### config.mk
export PLATFORM = sky130hd
export DESIGN_NAME = sct_timer
export DESIGN_NICKNAME = d
export VERILOG_FILES = /design/src/rtl/sct_pkg.sv /design/src/rtl/sct_timer.sv
export SDC_FILE = /design/constraint.sdc
export NUM_CORES = 1
export LEC_CHECK = 0
export ABC_CLOCK_PERIOD_IN_PS = 3300
export BUFFER_PORTS_ARGS = -buffer_cell sky130_fd_sc_hd__buf_2
export CAP_MARGIN = 20
export CORE_MARGIN = 2
export CORE_UTILIZATION = 40
export CTS_BUF_LIST = sky130_fd_sc_hd__clkbuf_4 sky130_fd_sc_hd__clkbuf_8 sky130_fd_sc_hd__clkbuf_16
export CTS_CLUSTER_SIZE = 16
export DETAILED_ROUTE_END_ITERATION = 6
export GPL_TIMING_DRIVEN = 0
export PLACE_DENSITY = 0.54
export SETUP_SLACK_MARGIN = 0.05
export SYNTH_ARGS = -nofsm -noshare
export SYNTH_HDL_FRONTEND = slang
export SYNTH_SLANG_ARGS = --single-unit
### constraint.sdc
create_clock -name pclk -period 3.3 [get_ports pclk]
set_input_delay 0.495 -clock pclk [delete_from_list [all_inputs] [get_ports pclk]]
set_output_delay 0.495 -clock pclk [all_outputs]
set_load 0.01 [all_outputs]
### src/rtl/sct_pkg.sv
package sct_pkg;
  // ==========================================================================
  // register byte offsets (32-bit aligned words)
  localparam logic [7:0]  OFS_CTRL      = 8'h00;  // counter_run, update_block, filter, polarity, mode bits
  localparam logic [7:0]  OFS_EVGEN     = 8'h04;  // write-only: force_update, channel_soft_event
  localparam logic [7:0]  OFS_STATUS    = 8'h08;  // flags, write 0 to clear
  localparam logic [7:0]  OFS_DIVIDER   = 8'h0c;
  localparam logic [7:0]  OFS_RELOAD    = 8'h10;
  localparam logic [7:0]  OFS_CHVALUE   = 8'h14;
  localparam logic [7:0]  OFS_COUNT     = 8'h18;
  // ==========================================================================
  // control register fields
  localparam int CTL_RUN      = 0;
  localparam int CTL_UPBLK    = 1;
  localparam int CTL_IRQEN    = 2;
  localparam int CTL_OUTEN    = 3;
  localparam int CTL_POL      = 4;
  localparam int CTL_POLC     = 5;
  localparam int CTL_CPEN     = 6;
  localparam int CTL_DIR_LO   = 8;   // channel_direction_sel [9:8]
  localparam int CTL_ACT_LO   = 12;  // compare_action_sel [14:12]
  localparam int CTL_FLT_LO   = 16;  // input_filter_setting [19:16]
  localparam int CTL_EPS_LO   = 20;  // event prescaler [21:20]
  localparam int CTL_WIDTH    = 22;
  localparam logic [CTL_WIDTH-1:0] CTL_RESET = '0;
  // event generation / status fields
  localparam int EVG_UPD      = 0;
  localparam int EVG_CHG      = 1;
  localparam int STS_UPD      = 0;
  localparam int STS_CHEV     = 1;
  localparam int STS_OVR      = 9;
  // reset values
  localparam logic [15:0] RELOAD_RESET  = 16'hffff;
  localparam logic [15:0] ZERO16        = 16'h0000;
  // channel source codes
  localparam logic [1:0]  DIR_OUTPUT    = 2'h0;
  localparam logic [1:0]  DIR_OWN_IN    = 2'h1;
  localparam logic [1:0]  DIR_OTHER_IN  = 2'h2;
  localparam logic [1:0]  DIR_TRIGGER   = 2'h3;
  // compare action codes
  localparam logic [2:0]  ACT_HOLD      = 3'h0;
  localparam logic [2:0]  ACT_SET       = 3'h1;
  localparam logic [2:0]  ACT_CLEAR     = 3'h2;
  localparam logic [2:0]  ACT_TOGGLE    = 3'h3;
  localparam logic [2:0]  ACT_FORCE_LO  = 3'h4;
  localparam logic [2:0]  ACT_FORCE_HI  = 3'h5;
  localparam logic [2:0]  ACT_PWM0      = 3'h6;
  localparam logic [2:0]  ACT_PWM1      = 3'h7;
endpackage

### src/rtl/sct_timer.sv
`timescale 1ns/1ps
// Behaviour
// - 16-bit counter counts upward only, on the single timer clock.
// - counting rate is timer clock divided by divider_value plus one.
// - new divider_value waits in a shadow until the next update event.
// - counter runs 0 to reload_limit, wraps to 0, update event on wrap.
// - force_update clears the counter and raises an update event.
// - update_block set suppresses all update events.
// - update event copies preloaded reload and divider into active copies.
// - channel input is synchronised then digitally filtered before edge detection.
// - rising, falling or both edges chosen by polarity and complement bits.
// - capture stores counter, sets event flag, interrupt when enabled.
// - event prescaler turns several detected edges into one capture.
// - capture source is own input, other input or internal trigger.
// - nonzero direction select means input mode; value writes ignored.
// - capture while event flag already set also sets overrun flag.
// - channel_soft_event sets the event flag, interrupt when enabled.
// - on match output_prepare holds, sets, clears or toggles per action.
// - actions 4 and 5 force output_prepare inactive or active.
// - actions 6 and 7 give PWM, period reload_limit plus one, duty channel value.
// - PWM mode 0: value above limit always active, zero always inactive.
// - compare match sets event flag and interrupt when enabled.
// - channel_out_pin follows output_prepare xor polarity bit, gated by output enable.
// - compare_preload_enable picks shadowed or immediate compare value.
module sct_timer
  import sct_pkg::*;
(
  input  wire logic        pclk,
  input  wire logic        presetn,
  input  wire logic        psel,
  input  wire logic        penable,
  input  wire logic        pwrite,
  input  wire logic [7:0]  paddr,
  input  wire logic [31:0] pwdata,
  output logic             pready,
  output logic [31:0]      prdata,
  output logic             pslverr,
  input  wire logic        channel_in_pin,
  input  wire logic        other_channel_in,
  input  wire logic        internal_trigger,
  output logic             channel_out_pin,
  output logic             channel_irq,
  output logic             update_pulse
);
  // ==========================================================================
  // registers
  logic [CTL_WIDTH-1:0] ctrl;
  logic [15:0]          divider_value;     // preload
  logic [15:0]          divider_active;
  logic [15:0]          reload_limit;      // preload
  logic [15:0]          reload_active;
  logic [15:0]          channel_value_reg; // preload / capture result
  logic [15:0]          compare_active;
  logic [15:0]          count;
  logic [15:0]          div_count;
  logic                 upd_flag;
  logic                 channel_event_flag;
  logic                 channel_overrun_flag;
  logic                 output_prepare;
  logic                 in_sync1;
  logic                 in_sync2;
  logic                 filt_prev;
  logic                 filtered;
  logic [3:0]           filt_count;
  logic [1:0]           eps_count;
  logic                 cap_prev;

  // ==========================================================================
  // bus decode; every access finishes in its first access cycle
  wire bus_wr     = psel & penable & pwrite;
  wire wr_ctrl    = bus_wr & (paddr == OFS_CTRL);
  wire wr_evgen   = bus_wr & (paddr == OFS_EVGEN);
  wire wr_status  = bus_wr & (paddr == OFS_STATUS);
  wire wr_div     = bus_wr & (paddr == OFS_DIVIDER);
  wire wr_reload  = bus_wr & (paddr == OFS_RELOAD);
  wire wr_chval   = bus_wr & (paddr == OFS_CHVALUE);
  wire known_addr = (paddr == OFS_CTRL) | (paddr == OFS_EVGEN) | (paddr == OFS_STATUS) |
                    (paddr == OFS_DIVIDER) | (paddr == OFS_RELOAD) | (paddr == OFS_CHVALUE) |
                    (paddr == OFS_COUNT);

  // control field views
  wire       run         = ctrl[CTL_RUN];
  wire       update_block = ctrl[CTL_UPBLK];
  wire [1:0] dir_sel     = ctrl[CTL_DIR_LO +: 2];
  wire [2:0] action      = ctrl[CTL_ACT_LO +: 3];
  wire [3:0] filt_set    = ctrl[CTL_FLT_LO +: 4];
  wire [1:0] eps_set     = ctrl[CTL_EPS_LO +: 2];
  wire       input_mode  = (dir_sel != DIR_OUTPUT);

  // ==========================================================================
  // prescaler and counter timing
  wire force_update = wr_evgen & pwdata[EVG_UPD];
  wire soft_event   = wr_evgen & pwdata[EVG_CHG];
  wire tick         = run & (div_count == divider_active);
  wire wrap         = tick & (count >= reload_active);
  // update_block still lets force_update restart counter and divider
  wire update_ev    = (wrap | force_update) & ~update_block;
  wire [15:0] cmp_now = ctrl[CTL_CPEN] ? compare_active : channel_value_reg;
  wire match        = run & ~input_mode & (count == cmp_now);

  // ==========================================================================
  // input stage: sync, filter, edge, source, prescale
  wire filt_hit  = (filt_count >= filt_set);
  wire rise      = filtered & ~filt_prev;
  wire fall      = ~filtered & filt_prev;
  // complement bit set selects both edges, whatever the polarity bit
  wire own_edge  = ctrl[CTL_POLC] ? (rise | fall) : (ctrl[CTL_POL] ? fall : rise);
  wire src_lvl   = (dir_sel == DIR_OTHER_IN) ? other_channel_in : internal_trigger;
  wire src_edge  = (dir_sel == DIR_OWN_IN) ? own_edge : (src_lvl & ~cap_prev);
  wire eps_done  = (eps_count == eps_set);
  wire capture   = input_mode & src_edge & eps_done;
  wire ch_event  = capture | (match & ~input_mode) | soft_event;

  // ==========================================================================
  // compare output logic
  wire pwm0_lvl  = (count < cmp_now);
  logic next_prepare;
  always_comb begin
    next_prepare = output_prepare;
    unique case (action)
      ACT_HOLD:     next_prepare = output_prepare;
      ACT_SET:      if (match) next_prepare = 1'b1;
      ACT_CLEAR:    if (match) next_prepare = 1'b0;
      ACT_TOGGLE:   if (match) next_prepare = ~output_prepare;
      ACT_FORCE_LO: next_prepare = 1'b0;
      ACT_FORCE_HI: next_prepare = 1'b1;
      ACT_PWM0:     next_prepare = pwm0_lvl;
      ACT_PWM1:     next_prepare = ~pwm0_lvl;
    endcase
    if (input_mode) begin
      next_prepare = 1'b0;
    end
  end

  // ==========================================================================
  // register writes and shadows
  always_ff @(posedge pclk or negedge presetn) begin
    if (!presetn) begin
      ctrl           <= CTL_RESET;
      divider_value  <= ZERO16;
      reload_limit   <= RELOAD_RESET;
      divider_active <= ZERO16;
      reload_active  <= RELOAD_RESET;
    end else begin
      if (wr_ctrl) ctrl <= pwdata[CTL_WIDTH-1:0];
      if (wr_div) divider_value <= pwdata[15:0];
      if (wr_reload) reload_limit <= pwdata[15:0];
      if (update_ev) begin
        divider_active <= wr_div ? pwdata[15:0] : divider_value;
        reload_active  <= wr_reload ? pwdata[15:0] : reload_limit;
      end
    end
  end

  // channel value: software write in output mode, capture in input mode
  always_ff @(posedge pclk or negedge presetn) begin
    if (!presetn) begin
      channel_value_reg <= ZERO16;
      compare_active    <= ZERO16;
    end else begin
      if (capture) channel_value_reg <= count;
      else if (wr_chval && !input_mode) channel_value_reg <= pwdata[15:0];
      if (update_ev) compare_active <= channel_value_reg;
    end
  end

  // ==========================================================================
  // divider and counter; force_update restarts both even while blocked
  always_ff @(posedge pclk or negedge presetn) begin
    if (!presetn) begin
      div_count <= ZERO16;
      count     <= ZERO16;
    end else if (force_update) begin
      div_count <= ZERO16;
      count     <= ZERO16;
    end else if (run) begin
      div_count <= tick ? ZERO16 : div_count + 16'h0001;
      if (wrap) count <= ZERO16;
      else if (tick) count <= count + 16'h0001;
    end
  end

  // ==========================================================================
  // flags: hardware set wins over software clear
  always_ff @(posedge pclk or negedge presetn) begin
    if (!presetn) begin
      upd_flag             <= 1'b0;
      channel_event_flag   <= 1'b0;
      channel_overrun_flag <= 1'b0;
    end else begin
      upd_flag <= update_ev | (upd_flag & ~(wr_status & ~pwdata[STS_UPD]));
      channel_event_flag <= ch_event |
                            (channel_event_flag & ~(wr_status & ~pwdata[STS_CHEV]));
      channel_overrun_flag <= (capture & channel_event_flag) |
                              (channel_overrun_flag & ~(wr_status & ~pwdata[STS_OVR]));
    end
  end

  // ==========================================================================
  // input synchroniser, filter and prescaler
  always_ff @(posedge pclk or negedge presetn) begin
    if (!presetn) begin
      in_sync1   <= 1'b0;
      in_sync2   <= 1'b0;
      filtered   <= 1'b0;
      filt_prev  <= 1'b0;
      filt_count <= 4'h0;
      eps_count  <= 2'h0;
      cap_prev   <= 1'b0;
    end else begin
      in_sync1  <= channel_in_pin;
      in_sync2  <= in_sync1;
      filt_prev <= filtered;
      cap_prev  <= src_lvl;
      // sample must differ for filt_set+1 clocks before it is accepted
      if (in_sync2 == filtered) filt_count <= 4'h0;
      else if (filt_hit) begin
        filtered   <= in_sync2;
        filt_count <= 4'h0;
      end else filt_count <= filt_count + 4'h1;
      if (!input_mode) eps_count <= 2'h0;
      else if (src_edge) eps_count <= eps_done ? 2'h0 : eps_count + 2'h1;
    end
  end

  // ==========================================================================
  // outputs and read data
  wire pin_lvl = ctrl[CTL_OUTEN] & (output_prepare ^ ctrl[CTL_POL]);
  logic [31:0] next_rdata;
  always_comb begin
    next_rdata = 32'h0000_0000;
    unique case (paddr)
      OFS_CTRL:    next_rdata = {{(32-CTL_WIDTH){1'b0}}, ctrl};
      OFS_STATUS:  next_rdata = {22'h000000, channel_overrun_flag, 7'h00, channel_event_flag, upd_flag};
      OFS_DIVIDER: next_rdata = {16'h0000, divider_value};
      OFS_RELOAD:  next_rdata = {16'h0000, reload_limit};
      OFS_CHVALUE: next_rdata = {16'h0000, channel_value_reg};
      OFS_COUNT:   next_rdata = {16'h0000, count};
      default:     next_rdata = 32'h0000_0000;
    endcase
  end

  always_ff @(posedge pclk or negedge presetn) begin
    if (!presetn) begin
      output_prepare  <= 1'b0;
      channel_out_pin <= 1'b0;
      channel_irq     <= 1'b0;
      update_pulse    <= 1'b0;
      pready          <= 1'b0;
      prdata          <= 32'h0000_0000;
      pslverr         <= 1'b0;
    end else begin
      output_prepare  <= next_prepare;
      channel_out_pin <= pin_lvl;
      channel_irq     <= ctrl[CTL_IRQEN] & channel_event_flag;
      update_pulse    <= update_ev;
      // ready in the cycle after setup, so access phase is one cycle
      pready          <= psel & ~penable;
      prdata          <= next_rdata;
      pslverr         <= psel & ~penable & ~known_addr;
    end
  end

  // ==========================================================================
  // checks
  a_wrap_zero: assert property (
    @(posedge pclk) disable iff (!presetn) wrap && !force_update |=> count == 16'h0000)
    else $error("counter did not wrap");
  a_force_clear: assert property (
    @(posedge pclk) disable iff (!presetn) force_update |=> count == 16'h0000 && div_count == 16'h0000)
    else $error("force update ignored");
  a_block_update: assert property (
    @(posedge pclk) disable iff (!presetn) update_block |-> !update_ev)
    else $error("update while blocked");
  a_shadow_load: assert property (
    @(posedge pclk) disable iff (!presetn) update_ev && !wr_reload |=> reload_active == $past(reload_limit))
    else $error("reload not loaded");
  a_divider_hold: assert property (
    @(posedge pclk) disable iff (!presetn) !update_ev |=> divider_active == $past(divider_active))
    else $error("divider changed early");
  a_capture_store: assert property (
    @(posedge pclk) disable iff (!presetn) capture |=> channel_value_reg == $past(count) && channel_event_flag)
    else $error("capture lost");
  a_overrun_set: assert property (
    @(posedge pclk) disable iff (!presetn) capture && channel_event_flag |=> channel_overrun_flag)
    else $error("overrun missed");
  a_input_wrprot: assert property (
    @(posedge pclk) disable iff (!presetn) wr_chval && input_mode && !capture |=> $stable(channel_value_reg))
    else $error("input mode write");
  a_force_level: assert property (
    @(posedge pclk) disable iff (!presetn)
    action == ACT_FORCE_HI && !input_mode ##1 action == ACT_FORCE_HI |-> output_prepare)
    else $error("force active failed");
  a_pin_follow: assert property (
    @(posedge pclk) disable iff (!presetn) ##1 ctrl[CTL_OUTEN] && $stable(ctrl) |->
    ##1 channel_out_pin == ($past(output_prepare) ^ $past(ctrl[CTL_POL])))
    else $error("pin mismatch");
  // counter moves only on a divided tick or force_update, one step at a time except at wrap
  a_count_step: assert property (
    @(posedge pclk) disable iff (!presetn) tick && !wrap && !force_update |=> count == $past(count) + 16'h0001)
    else $error("counter step wrong");
  a_count_hold: assert property (
    @(posedge pclk) disable iff (!presetn) !tick && !force_update |=> $stable(count))
    else $error("counter moved without tick");
  a_tick_restart: assert property (
    @(posedge pclk) disable iff (!presetn) tick && !force_update |=> div_count == 16'h0000)
    else $error("divider did not restart");
  a_update_pulse: assert property (
    @(posedge pclk) disable iff (!presetn) update_ev |=> update_pulse)
    else $error("update pulse missing");
  a_force_event: assert property (
    @(posedge pclk) disable iff (!presetn) force_update && !update_block |=> update_pulse)
    else $error("forced update missing");
  a_filter_pass: assert property (
    @(posedge pclk) disable iff (!presetn) filt_set == 4'h0 && in_sync2 != filtered |=> filtered == $past(in_sync2))
    else $error("filter did not pass");
  a_rise_capture: assert property (
    @(posedge pclk) disable iff (!presetn)
    dir_sel == DIR_OWN_IN && !ctrl[CTL_POLC] && !ctrl[CTL_POL] && rise && eps_done |-> capture)
    else $error("rising edge missed");
  a_prescale_skip: assert property (
    @(posedge pclk) disable iff (!presetn) !eps_done |-> !capture)
    else $error("capture before prescale count");
  a_other_source: assert property (
    @(posedge pclk) disable iff (!presetn)
    dir_sel == DIR_OTHER_IN && other_channel_in && !cap_prev && eps_done |-> capture)
    else $error("other source edge missed");
  a_soft_flag: assert property (
    @(posedge pclk) disable iff (!presetn) soft_event |=> channel_event_flag)
    else $error("soft event lost");
  a_match_set: assert property (
    @(posedge pclk) disable iff (!presetn) action == ACT_SET && match |=> output_prepare)
    else $error("set on match failed");
  a_match_clear: assert property (
    @(posedge pclk) disable iff (!presetn) action == ACT_CLEAR && match |=> !output_prepare)
    else $error("clear on match failed");
  // compare above the limit keeps mode 0 active for the whole period
  a_pwm_full: assert property (
    @(posedge pclk) disable iff (!presetn)
    action == ACT_PWM0 && !input_mode && cmp_now > reload_active && count <= reload_active |=> output_prepare)
    else $error("pwm not always active");
  a_pwm_inverse: assert property (
    @(posedge pclk) disable iff (!presetn)
    action == ACT_PWM1 && !input_mode |=> output_prepare == !($past(count) < $past(cmp_now)))
    else $error("pwm mode 1 level wrong");
  a_compare_flag: assert property (
    @(posedge pclk) disable iff (!presetn) match |=> channel_event_flag)
    else $error("compare flag missing");
  a_preload_hold: assert property (
    @(posedge pclk) disable iff (!presetn) !update_ev |=> $stable(compare_active))
    else $error("compare shadow moved early");
endmodule

# Word-level counts from Yosys, hierarchy flattened
# Index checks and enable logic that the tools add are counted.
[classes] n_addsub=4 magnitude_cmp=3 eq_ne=24 muxes=27 bitwise=62 reduce_logical=11
[op_table] op="2-to-1 mux 16 bit" n=12
[op_table] op="one-hot mux 22 bit (6 select lines)" n=1
[op_table] op="adder 16 x 1 -> 16 bit, second input constant" n=2
[op_table] op="AND 1 bit" n=32
[op_table] op="== test 16 bit" n=2
[op_table] op="== test 8 x 5 -> 1 bit, second input constant" n=3
[op_table] op="== test 8 x 4 -> 1 bit, second input constant" n=2
[op_table] op="greater-or-equal comparator 16 bit" n=1
[op_table] op="< comparator 16 bit" n=1
[op_table] op="inverter 1 bit" n=16
[op_table] op="OR 1 bit" n=13
[op_table] op="== test 3 bit, second input constant" n=4
[op_table] op="!= test 3 bit, second input constant" n=3
[op_table] op="== test 8 x 3 -> 1 bit, second input constant" n=1
[op_table] op="logical NOT 8 bit" n=1
[op_table] op="2-to-1 mux 1 bit" n=8
[op_table] op="2-to-1 mux 4 bit" n=2
[op_table] op="one-hot mux 1 bit (7 select lines)" n=1
[op_table] op="== test 3 x 2 -> 1 bit, second input constant" n=2
[op_table] op="2-to-1 mux 2 bit" n=3
[op_table] op="nonzero test 2 bit" n=3
[op_table] op="adder 4 x 1 -> 4 bit, second input constant" n=1
[op_table] op="greater-or-equal comparator 4 bit" n=1
[op_table] op="AND reduction 2 bit" n=2
[op_table] op="other kinds (14)" n=14
[word_totals] regBits=202 inputBits=48 out_inout_bits=37 elab_cells=157

# Depth between registers and ports, before layout
# Gate-level depths: netlist (run 1).
[depth] ltp_word=10 mapped_depth=10

# Worst setup path before layout (run 1)
# OpenSTA, ideal clock, no wires.
[synth_path] path_kind="flip-flop to flip-flop" start="register ctrl[6]" end="register output_prepare" setup_ps=134 t_arrival_ps=2555 required_ps=3166 slack_ps=612 path_stages_with_launch=11 path_buffers=2 period_less_slack_ps=2688 cell_sequence="dfrtp_1 -> clkbuf_1 -> clkbuf_1 -> mux2i_1 -> ha_1 -> and4_1 -> nand2_1 -> nor4_1 -> a21oi_1 -> o21ai_0 -> o211ai_1"
[synth_via] elab_chain_cells=5 word_cells_on_any_way=11 cone_classes="order compare (1); eq/ne (4); mux (3); bitwise (2); reduce/logical (1)"
[synth_rtl] item="from (decl)" line_no="sct_timer.sv:47" source="logic [CTL_WIDTH-1:0] ctrl;"
[synth_rtl] item="from (signal assigned)" line_no="sct_timer.sv:145" source="if (wr_ctrl) ctrl <= pwdata[CTL_WIDTH-1:0];"
[synth_rtl] item="2-to-1 mux 16 bit (*)" line_no="sct_timer.sv:98" source="wire [15:0] cmp_now = ctrl[CTL_CPEN] ? compare_active : channel_value_reg;"
[synth_rtl] item="< comparator 16 bit / == test 16 bit (equally long branches)" line_no="sct_timer.sv:116, sct_timer.sv:99"
[synth_rtl] item="inverter 1 bit / AND 1 bit (equally long branches)" line_no="sct_timer.sv:128, sct_timer.sv:99"
[synth_rtl] item="one-hot mux 1 bit (7 select lines) / != test 3 bit (equally long branches)"
[synth_rtl] item="2-to-1 mux 1 bit / AND reduction 4 bit (equally long branches)"
[synth_rtl] item="to (signal assigned)" line_no="sct_timer.sv:253" source="output_prepare <= next_prepare;"
[synth_rtl] item="to (decl)" line_no="sct_timer.sv:59" source="logic output_prepare;"
# Mark *: on every way between the ends. The rest lies on a longest branch, timed or not.
# A chain may end at the register's enable or synchronous reset.

# Final worst setup path (run 1)
[layout_path] start="register count[0]" end="register compare_active[13]"
[layout_via] elab_chain_cells=4
[layout_rtl] item="from (decl)" line_no="sct_timer.sv:54" source="logic [15:0] count;"
[layout_rtl] item="from (signal assigned)" line_no="sct_timer.sv:179" source="else if (tick) count <= count + 16'h0001;"
[layout_rtl] item="greater-or-equal comparator 16 bit" line_no="sct_timer.sv:95" source="wire wrap = tick & (count >= reload_active);"
[layout_rtl] item="AND 1 bit" line_no="sct_timer.sv:95"
[layout_rtl] item="OR 1 bit" line_no="sct_timer.sv:97" source="wire update_ev = (wrap | force_update) & ~update_block;"
[layout_rtl] item="AND 1 bit" line_no="sct_timer.sv:97"
[layout_rtl] item="to (signal assigned)" line_no="sct_timer.sv:163" source="if (update_ev) compare_active <= channel_value_reg;"
[layout_rtl] item="to (decl)" line_no="sct_timer.sv:53" source="logic [15:0] compare_active;"
# Every way passes these cells.

==> results of run 1 <==
timing repair:
action,CTS,global route
buffers inserted,1,0
endpoints found under the setup margin,41,47
resized for setup,4,2
pin swaps,1,0
hold endpoints to repair,0,0
stage by stage:
stage / cell area [um2] / power [mW]
6_report: 11060 / 4.875
2_1_floorplan: 9629 / 2.584
3_5_place_dp: 10390 / 2.716
5_1_grt: 11060 / 5.057
3_3_place_gp: 10350 / 2.710
4_1_cts: 11040 / 4.925
cell type report:
| type | instances | area, um2 |
|---|---|---|
| inverters | 32 | 120.1 |
| well taps | 319 | 399.1 |
| flip-flops and latches | 192 | 4846 |
| repair buffers | 68 | 380.4 |
| clock inverters | 15 | 200.2 |
| plain buffers | 42 | 231.5 |
| fillers | 2211 | 12490 |
| multi-input cells | 557 | 4453 |
| clock buffers | 17 | 425.4 |
worst min path at each step:
stage / end / cells past startpoint
after global placement: in_sync2$_DFF_PN0_ / 0
after floorplan: cap_prev$_DFF_PN0_ / 0
after global routing: in_sync1$_DFF_PN0_ / 1
final: count[2]$_DFFE_PN0P_ / 1
after detailed placement: in_sync2$_DFF_PN0_ / 0
after CTS: count[15]$_DFFE_PN0P_ / 1
report_power, final:
part	total (mW)	internal [mW]	leakage, nW	switching (mW)
sequential	2.43	2.39	2.53	0.0380
combinational	0.241	0.0925	2.54	0.148
clock	2.21	1.16	0.302	1.04
placed cells by master (no fill, tap or decap), types with 4 or more instances in the layout:
cell,count
nand2_1,46
o2bb2ai_1,6
ha_1,41
mux2_2,95
inv_8,4
mux2_4,9
a22o_1,18
a21o_1,31
clkbuf_16,17
buf_2,73
nand3_1,17
and2_1,11
a22oi_1,15
dfrtp_1,159
or3_1,6
a21oi_1,23
xor2_1,6
and3_1,10
inv_1,32
nor4b_1,6
dfstp_2,32
clkbuf_1,16
xnor2_1,27
nor3_1,13
o21ai_0,23
buf_4,15
o211ai_1,4
nand4_1,11
conb_1,10
nor2_1,40
nor2b_1,6
nand2b_1,5
a222oi_1,19
mux2i_1,19
layer usage:
metal	GRT usage	up-vias	wire [um]
met5	0	-	0
li1	-	3147	-
met1	0.3126	3337	12310
met2	0.3275	195	11750
met3	0.03892	24	1454
met4	0.06322	0	556
worst reg2reg max path: stages, from the launching register on:
cell and delay (ns):
dfrtp_2 0.47, inv_1 0.17, ha_1 0.25, nand2b_1 0.14
a2111o_1 0.44, a311oi_2 0.28, nand2_1 0.24, a21oi_4 0.26
buf_6 0.20, buf_6 0.22, mux2_4 0.32
cells by family after synthesis:
kind of cell,Yosys count,share of synthesized area
simple gates,200,0.1138
flops,192,0.5049
compound gates,150,0.1150
mux,123,0.1454
buf+inv,75,0.03690
fa+ha+maj,41,0.05346
xor+xnor,33,0.03012
other cells,1,0.0003908
==> PnR_summary.wiki, run 1 <==
{| class="wikitable"
! Metric !! Value
|-
| Most frequent cell after synthesis || dfrtp_1
|-
| # setup viols final || 0
|-
| Crit start category || flop
|-
| Unrepaired setup endpoints after global routing || no
|-
| Result of the run || finished clean
|-
| FF-to-FF setup slack || 0.20 ns
|-
| Die ar. || 25240 um2
|-
| Router iterations before antenna repair || 5
|-
| Cell Area, Synth || 9595 um2
|-
| Largest registers || ctrl: 22 flops, prdata: 22 flops
|-
| Top cells by instance count after synthesis || 160 x dfrtp_1, 95 x mux2_2, 46 x nand2_1, 41 x ha_1, 41 x nor2_1
|-
| Post-synth cell types || 62
|-
| Headroom to the max-slew limit || 0.3662
|-
| Setup crit end || compare_active[13]$_DFFE_PN0P_
|-
| Boundary Pins || 85
|-
| Period Utilization, post-route || 0.9401
|-
| Post-synth ARST share || 1.000
|-
| Skew-Pair Late Insertion Delay || 0.44 ns
|-
| WL/cell || 20.99 um
|-
| Share of the synthesized area in the top cell type || 0.4173
|-
| Final setup skew || 0.01343 ns
|-
| Diode insertion count for antenna repair || 0
|-
| Pin count of the biggest net entering global routing || 110
|-
| Relative area change from synthesis to final layout || 15.22%
|-
| X dimension of the die || 158.9 um
|-
| Total of buffers placed on input and output ports || 64
|-
| Post-route ant nets || 0
|-
| Initial Util || 0.4076
|-
| Stages on worst setup path || 10
|-
| Static Leakage || 5.370 nW
|-
| Final critical-path required period || 3.102 ns
|-
| Max Fanout on Critical Path || 10
|-
| Kind of cell adding the most delay to the critical path || compound AO/OA/AOI/OAI gates
|-
| Post-placement cell count || 1209
|-
| Clk buf depth || 2
|-
| Total number of vias || 6703
|-
| Area of the core || 23540 um2
|-
| Synth warn || 0
|-
| Post-placement setup slack || -0.2745 ns
|-
| Cell type with the largest total area after synthesis || dfrtp_1
|-
| Type of the setup path with the least slack || flop to flop
|-
| Number of global-route vias before repair || 6626
|-
| Dpl hpwl || 18540 um
|-
| Reg2reg end || compare_active[13]$_DFFE_PN0P_
|-
| CP max stage cell || dfrtp_2
|-
| Power Density || 440.9 nW/um2
|-
| Count of flip-flops with a built-in enable after synthesis || 0
|-
| Cell at the root of the clock tree || clkbuf_16
|-
| Post-Synthesis Cells || 815
|-
| Worst Tran Pin Value || 0.9507 ns
|-
| Data required time of the critical path || 3.63 ns
|-
| Most prevalent standard cell on the critical path || buf_6
|-
| Worst-case vdd ir drop || 0.2449 mV
|-
| Clock-pin slew on the worst setup and hold paths || 0.07 ns
|-
| Synth Flop Type || dfrtp_1
|-
| Average footprint of a synthesized cell || 11.77 um2
|-
| Seq cells post-synth || 192
|-
| Count of hold buffers inserted by post-cts repair || 0
|-
| Layout cells sized above 1 || 0.3012
|-
| Number of max-capacitance violations reported || 0
|-
| Final Instance Count excl. Fillers || 1242
|-
| Number of standard-cell rows in the floorplan || 56
|-
| Clock tree sinks || 192
|-
| First-pass GRT wire length || 40920 um
|-
| Reg2Reg Launch Point || count[0]$_DFFE_PN0P_
|-
| Die Ht || 158.9 um
|-
| Part of the Yosys area used for sequential elements || 0.5049
|-
| Critical path buffers and inverters || 3
|-
| Delay of the slowest critical-path stage || 0.47 ns
|-
| Total detailed-routing wirelength || 26070 um
|-
| Clock buffers created by TritonCTS || 17
|-
| Worst setup path startpoint || count[0]$_DFFE_PN0P_
|-
| Routability congestion estimate from global placement || 0.8622
|-
| Series of cell instances along the critical path || inv_1 > ha_1 > nand2b_1 > a2111o_1 > a311oi_2 > nand2_1 > a21oi_4 > buf_6 > buf_6 > mux2_4
|-
| Final core utilization || 0.4696
|-
| Post-route DRC || 0
|-
| Class of the tightest hold or removal check || input port to asynchronous set/reset pin
|-
| Reg2reg path depth || 10
|-
| Crit path capture type || flop
|-
| TNS Setup || 0 ns
|-
| DR iter-0 viols || 500
|-
| Overall overflow remaining after global route || 0
|-
| CTS H-tree depth || 4
|-
| Drt via density || 5.397
|-
| Final layout net count || 999
|-
| Arrival time at the worst endpoint || 3.43 ns
|-
| Clock tree from TritonCTS || yes
|-
| Pins over their slew limit || 0
|-
| Antenna violations before repair || 0
|-
| Crit path setup slack, layout || 0.1976 ns
|-
| Area contributors post-synth || dfrtp_1 42%, mux2_2 11%, dfstp_2 8.8%
|-
| Endpoints failing hold || 0
|-
| Highest attainable clock frequency || 322.3 MHz
|-
| GRT Overall Usage || 0.2147
|-
| Final hold slack || 0.1384 ns
|}
Power figures use the tool's default switching activity.
==> inputs of run 2 (changes only) <==
Settings changed: ABC_AREA set to 1.
==> run 2 against run 1 <==
Against the previous run:
- via count increased by 36%
- clock power decreased by 2%
- count of clock-buffer cells in the layout unchanged
- die area increased by 7.5%
- combinational power grew 40%
- clock skew up 0.0036 ns
- register-to-register slack better by 0.24 ns
- flip-flop and latch count did not move
- sequential share of layout area fell by 2.7 points
- largest power group unchanged
==> PnR_summary.wiki, run 2 <==
{| class="wikitable"
! Metric !! Value
|-
| Leading cell type in the layout, fill and taps excluded || nand2_1
|-
| Pin count of the biggest net entering global routing || 110
|-
| Xor and xnor fraction of the mapped netlist area || 0.02119
|-
| DR iter-0 viols || 834
|-
| Post-synth cell types || 43
|-
| Most frequent cell after synthesis || nand2_1
|-
| Crit path capture type || flop
|-
| Router iterations before antenna repair || 5
|-
| Final setup skew || 0.01704 ns
|-
| Pins over their slew limit || 0
|-
| Result of the run || finished clean
|-
| Finished Cell Area || 11770 um2
|-
| X dimension of the die || 164.7 um
|-
| Multi-input combinational cell area || 4636 um2
|-
| Average footprint of a synthesized cell || 8.011 um2
|-
| Routability congestion estimate from global placement || 0.9471
|-
| Area contributors post-synth || dfrtp_1 39%, nand2_1 14%, dfstp_2 8.1%
|-
| Clock buffers created by TritonCTS || 17
|-
| Layout cells sized above 1 || 0.1247
|-
| Worst-case vdd ir drop || 0.2713 mV
|-
| Clk buf depth || 2
|-
| Number of standard-cell rows in the floorplan || 58
|-
| Simple-gate portion of the synthesized area || 0.2689
|-
| Clock tree sinks || 192
|-
| Cell at the root of the clock tree || clkbuf_16
|-
| Post-placement cell area || 11140 um2
|-
| Final layout net count || 1471
|-
| Largest registers || ctrl: 22 flops, prdata: 22 flops
|-
| Worst Tran Pin Value || 0.7364 ns
|-
| Count of flip-flops with a built-in enable after synthesis || 0
|-
| Clock tree from TritonCTS || yes
|-
| WL/cell || 18.73 um
|-
| Postcts setup bufs || 0
|-
| Initial Util || 0.4092
|-
| Reg2reg path depth || 13
|-
| Post-Synthesis Cells || 1290
|-
| Class of the tightest hold or removal check || input port to asynchronous set/reset pin
|-
| Top cells by instance count after synthesis || 386 x nand2_1, 160 x dfrtp_1, 155 x inv_1, 106 x nand3_1, 77 x o21ai_0
|-
| Data required time of the critical path || 3.68 ns
|-
| Share of the synthesized area in the top cell type || 0.3875
|-
| Boundary Pins || 85
|-
| Area of the core || 25250 um2
|-
| GRT Overall Usage || 0.2502
|-
| Static Leakage || 5.872 nW
|-
| Endpoints failing hold || 0
|-
| Fraction of the mapped netlist area in compound gates || 0.08318
|-
| Period Utilization, post-route || 0.8675
|-
| Total number of vias || 9110
|-
| Cell Area, Synth || 10330 um2
|-
| Post-route DRC || 0
|-
| Type of the setup path with the least slack || flop to flop
|-
| Final critical-path required period || 2.863 ns
|-
| Power Density || 420.8 nW/um2
|-
| Seq cells post-synth || 192
|-
| Antenna violations before repair || 0
|-
| Number of max-capacitance violations reported || 0
|-
| Crit start category || flop
|-
| Post-placement setup slack || -0.07112 ns
|-
| CTS H-tree depth || 4
|-
| Headroom to the max-slew limit || 0.5091
|-
| Skew-Pair Late Insertion Delay || 0.45 ns
|-
| Cell type with the largest total area after synthesis || dfrtp_1
|-
| Synth warn || 0
|-
| Filler instances || 2567
|-
| Diode insertion count for antenna repair || 0
|-
| Relative area change from synthesis to final layout || 13.85%
|-
| # setup viols final || 0
|-
| Final core utilization || 0.4659
|-
| Part of the Yosys area used for sequential elements || 0.4688
|-
| Overall overflow remaining after global route || 0
|-
| Crit path setup slack, layout || 0.4373 ns
|-
| Count of hold buffers inserted by post-cts repair || 0
|-
| Die ar. || 27140 um2
|-
| Synth Flop Type || dfrtp_1
|-
| Die Ht || 164.7 um
|-
| Post-synthesis share of cell area spent on full adders, half adders and majority gates || 0.04964
|-
| Highest attainable clock frequency || 349.3 MHz
|-
| Arrival time at the worst endpoint || 3.25 ns
|-
| Largest family of logic cells by synthesized area || simple AND/OR/NAND/NOR gates
|-
| Post-route ant nets || 0
|-
| Drt via density || 5.281
|-
| Clock-pin slew on the worst setup and hold paths || 0.09 ns
|-
| Dpl hpwl || 24390 um
|-
| Max Fanout on Critical Path || 10
|-
| Total detailed-routing wirelength || 32320 um
|-
| First-pass GRT wire length || 50460 um
|-
| Final hold slack || 0.01015 ns
|-
| Commonest cells after routing, fill and taps aside || 386 x nand2_1, 160 x dfrtp_1, 155 x inv_1
|-
| Number of global-route vias before repair || 8763
|-
| Total of buffers placed on input and output ports || 64
|-
| Sequential cell area || 4845 um2
|-
| Unrepaired setup endpoints after global routing || no
|-
| Post-synth ARST share || 1.000
|-
| Share of cell area taken by muxes after synthesis || 0.02204
|}
## run 2: cell count changes after synthesis, sizes merged, moves of 19 or more
cell / delta
nand2: +342
inv: +128
mux2: -98
nand3: +89
o21ai: +59
nor2: +32
a21o: -30
nand4: +27
xnor2: -23
a222oi: -19
## run 2: repair_timing
action,CTS,global route
endpoints found under the hold margin,0,0
cloned,0,0
pin swaps,0,0
setup endpoints to repair,1,1
gates resized for setup,1,0
## run 2: area by class of cell
type / count / area share
Buffer: 54 / 0.02414
Clock buffer: 17 / 0.03616
Clock inverter: 15 / 0.01733
Inverter: 160 / 0.05105
Multi-Input combinational cell: 892 / 0.3940
Sequential cell: 192 / 0.4118
Tap cell: 330 / 0.03510
Timing Repair Buffer: 65 / 0.03042
## run 2: power by group
group	switching, mW	internal, mW	total (mW)
Sequential	0.0456	2.40	2.44
Clock	1.12	1.05	2.17
Combinational	0.235	0.103	0.338
## run 2: final timing paths
| kind | start | endpoint | slack (ns) |
|---|---|---|---|
| max in group asynchronous | presetn | channel_out_pin$_DFF_PN0_ | 2.29 |
| min in group pclk | channel_in_pin | in_sync1$_DFF_PN0_ | 0.15 |
| worst max-delay path | ctrl[6]$_DFFE_PN0P_ | output_prepare$_DFFE_PN0P_ | 0.44 |
| worst max register to register | ctrl[6]$_DFFE_PN0P_ | output_prepare$_DFFE_PN0P_ | 0.44 |
| worst min-delay path | presetn | count[4]$_DFFE_PN0P_ | 0.01 |
| worst min register to register | in_sync1$_DFF_PN0_ | in_sync2$_DFF_PN0_ | 0.36 |
## run 2: per-layer routing
layer | vias up | GRT usage | share of wire
li1 | 4361 | - | -
met2 | 321 | 0.3804 | 0.44
met3 | 67 | 0.03591 | 0.050
met1 | 4361 | 0.3591 | 0.47
met5 | - | 0 | 0
met4 | 0 | 0.1024 | 0.040
## run 2: critical path: stages, from the launching register on
cell and delay (ns):
dfrtp_1 0.68, clkbuf_2 0.49, mux2i_1 0.14, ha_1 0.31, nand2_1 0.07, inv_1 0.05, nand3_1 0.12, nor3_1 0.25
inv_1 0.12, nor2_1 0.15, o21ai_0 0.14, a21oi_1 0.14, nand2_1 0.07, nand2_1 0.05
## run 2: per-stage QoR
| stage | cells | setup TNS [ns] | power (mW) |
|---|---|---|---|
| 2_1_floorplan | 1299 | 0 | 2.656 |
| 3_3_place_gp | 1693 | -278.60 | 2.818 |
| 3_5_place_dp | 1694 | -0.07112 | 2.825 |
| 4_1_cts | 1726 | 0 | 4.988 |
| 5_1_grt | 1725 | 0 | 5.137 |
| 6_report | 1725 | 0 | 4.950 |
## run 2: cell families after synthesis
logic type	Yosys count
simple gates	645
buf+inv	215
flops	192
compound gates	149
fa+ha+maj	41
xor+xnor	25
mux	22
other cells	1
==> inputs of run 3 (changes only) <==
Settings changed: REMOVE_ABC_BUFFERS set to 1.
==> run 3 against run 2 <==
Against the previous run:
- count of clock-buffer cells in the layout unchanged
- fmax down 5.6%
- die area unchanged
- combinational power down 5%
- via count down 4.8%
- clock power down 2%
- final area down 0.72%
- flip-flop and latch count unchanged
- clock skew down 0.0041 ns
- first-iteration DRC count down 3.7%
- global-route usage down 1.7 points
- critical path type is now input port to flop
- highest routed layer unchanged
==> PnR_summary.wiki, run 3 (synthesis gave the netlist of run 2 again) <==
{| class="wikitable"
! Metric !! Value
|-
| Headroom to the max-slew limit || 0.4073
|-
| Die ar. || 27140 um2
|-
| # setup viols final || 0
|-
| Clock buffers created by TritonCTS || 17
|-
| Switching power share of the total || 0.2690
|-
| Final Instance Count excl. Fillers || 1682
|-
| Power Density || 418.4 nW/um2
|-
| Final critical-path required period || 3.032 ns
|-
| Number of standard-cell rows in the floorplan || 58
|-
| Die Ht || 164.7 um
|-
| CP max stage cell || nand2_1
|-
| Crit path capture type || flop
|-
| Reg2reg end || reload_active[0]$_DFFE_PN1P_
|-
| Final layout net count || 1428
|-
| Switching power total || 1.314 mW
|-
| Relative area change from synthesis to final layout || 13.03%
|-
| Antenna violations before repair || 0
|-
| WL/cell || 17.66 um
|-
| Clock tree from TritonCTS || yes
|-
| Max Fanout on Critical Path || 17
|-
| Drt via density || 5.156
|-
| Endpoints failing hold || 0
|-
| Most prevalent standard cell on the critical path || nand2_1
|-
| GRT Overall Usage || 0.2328
|-
| Layout cells sized above 1 || 0.1228
|-
| Largest registers || ctrl: 22 flops, prdata: 22 flops
|-
| Skew-Pair Late Insertion Delay || 0.44 ns
|-
| Number of max-capacitance violations reported || 0
|-
| Data required time of the critical path || 3.68 ns
|-
| Crit start category || input port
|-
| Total of buffers placed on input and output ports || 64
|-
| Initial Util || 0.4092
|-
| Final hold slack || 0.1334 ns
|-
| Pin count of the biggest net entering global routing || 111
|-
| Post-placement cell count || 1648
|-
| First-pass GRT wire length || 47830 um
|-
| X dimension of the die || 164.7 um
|-
| Clock tree sinks || 192
|-
| CTS H-tree depth || 4
|-
| Post-route ant nets || 0
|-
| Commonest cells after routing, fill and taps aside || 385 x nand2_1, 160 x dfrtp_1, 154 x inv_1
|-
| Kind of cell adding the most delay to the critical path || simple AND/OR/NAND/NOR gates
|-
| Worst-case vdd ir drop || 0.3329 mV
|-
| Type of the setup path with the least slack || input port to flop
|-
| Pins over their slew limit || 0
|-
| Area of the core || 25250 um2
|-
| Worst setup path startpoint || paddr[7]
|-
| Diode insertion count for antenna repair || 0
|-
| FF-to-FF setup slack || 0.42 ns
|-
| Arrival time at the worst endpoint || 3.41 ns
|-
| Class of the tightest hold or removal check || input port to asynchronous set/reset pin
|-
| Router iterations before antenna repair || 5
|-
| Critical path buffers and inverters || 2
|-
| Overall overflow remaining after global route || 0
|-
| Sequential fraction of design power || 0.500
|-
| Combinational share of power || 0.066
|-
| Boundary Pins || 85
|-
| Unrepaired setup endpoints after global routing || no
|-
| Internal Dissipation || 3.572 mW
|-
| Reg2Reg Launch Point || reload_active[13]$_DFFE_PN1P_
|-
| Final core utilization || 0.4625
|-
| Highest attainable clock frequency || 329.8 MHz
|-
| Clk network pwr share || 0.434
|-
| Dpl hpwl || 21220 um
|-
| Total detailed-routing wirelength || 29710 um
|-
| Reg2reg path depth || 13
|-
| Leading cell type in the layout, fill and taps excluded || nand2_1
|-
| Cell at the root of the clock tree || clkbuf_16
|-
| Clk buf depth || 2
|-
| TNS Setup || 0 ns
|-
| Series of cell instances along the critical path || buf_2 > nor2_1 > nand2_1 > nor3_4 > nand2_1 > buf_16 > o21ai_0 > nand3_1 > nand2_1
|-
| Total number of vias || 8673
|-
| Routability congestion estimate from global placement || 0.8787
|-
| Result of the run || finished clean
|-
| Clock-pin slew on the worst setup and hold paths || 0.08 ns
|-
| Post-route DRC || 0
|-
| Static Leakage || 5.810 nW
|-
| Period Utilization, post-route || 0.9187
|-
| Worst Tran Pin Value || 0.8864 ns
|-
| Count of hold buffers inserted by post-cts repair || 0
|-
| Delay of the slowest critical-path stage || 0.66 ns
|-
| Number of global-route vias before repair || 8432
|-
| Final setup skew || 0.01292 ns
|-
| DR iter-0 viols || 803
|}
==> run 3: worst max-delay path by stage <==
stage / endpoint / slack (ns) / depth (start not counted)
after floorplan: compare_active[0]$_DFFE_PN0P_ / 0.58 / 8
after global placement: ctrl[18]$_DFFE_PN0P_ / -1.69 / 1
after detailed placement: channel_value_reg[8]$_DFFE_PN0P_ / -1.01 / 9
after CTS: divider_active[15]$_DFFE_PN0P_ / 0.25 / 9
after global routing: divider_active[15]$_DFFE_PN0P_ / 0.07 / 9
final: divider_active[15]$_DFFE_PN0P_ / 0.27 / 9
==> run 3: through the flow <==
stage / power [mW] / area [um2] / setup slack, ns
finish: 4.887 / 11680 / 0.2682
global route: 5.090 / 11680 / 0.06993
CTS: 4.935 / 11670 / 0.2463
detailed placement: 2.809 / 11030 / -1.005
global placement: 2.799 / 10810 / -1.694
floorplan: 2.642 / 10080 / 0.5798
==> run 3: area by class of cell <==
cell class	instances	area [um2]
Clock inverter	15	163.9
Multi-Input combinational cell	892	4673
Timing Repair Buffer	76	559.3
Fill cell	2609	13570
Clock buffer	17	425.4
Sequential cell	192	4845
Tap cell	330	412.9
Inverter	160	600.6
==> run 3: power by group through the flow <==
stage	combinational, mW	sequential [mW]	clock (mW)
after detailed placement	0.323	2.49	0
after floorplan	0.172	2.47	0
after global placement	0.314	2.49	0
after global routing	0.366	2.45	2.28
after CTS	0.326	2.44	2.17
final	0.322	2.44	2.12
==> run 3: repair_timing <==
action / in CTS / in global routing
setup buffers: 2 / 0
hold endpoints to repair: 0 / 0
setup endpoints to repair: 65 / 25
pin swaps: 1 / 0
gates resized for setup: 4 / 1
==> run 3: layer usage <==
metal	vias to the layer above	global-route usage	share of wire
li1	4281	-	-
met3	24	0.03893	0.051
met2	222	0.3650	0.44
met4	0	0.06324	0.018
met5	-	0	0
met1	4146	0.3337	0.49
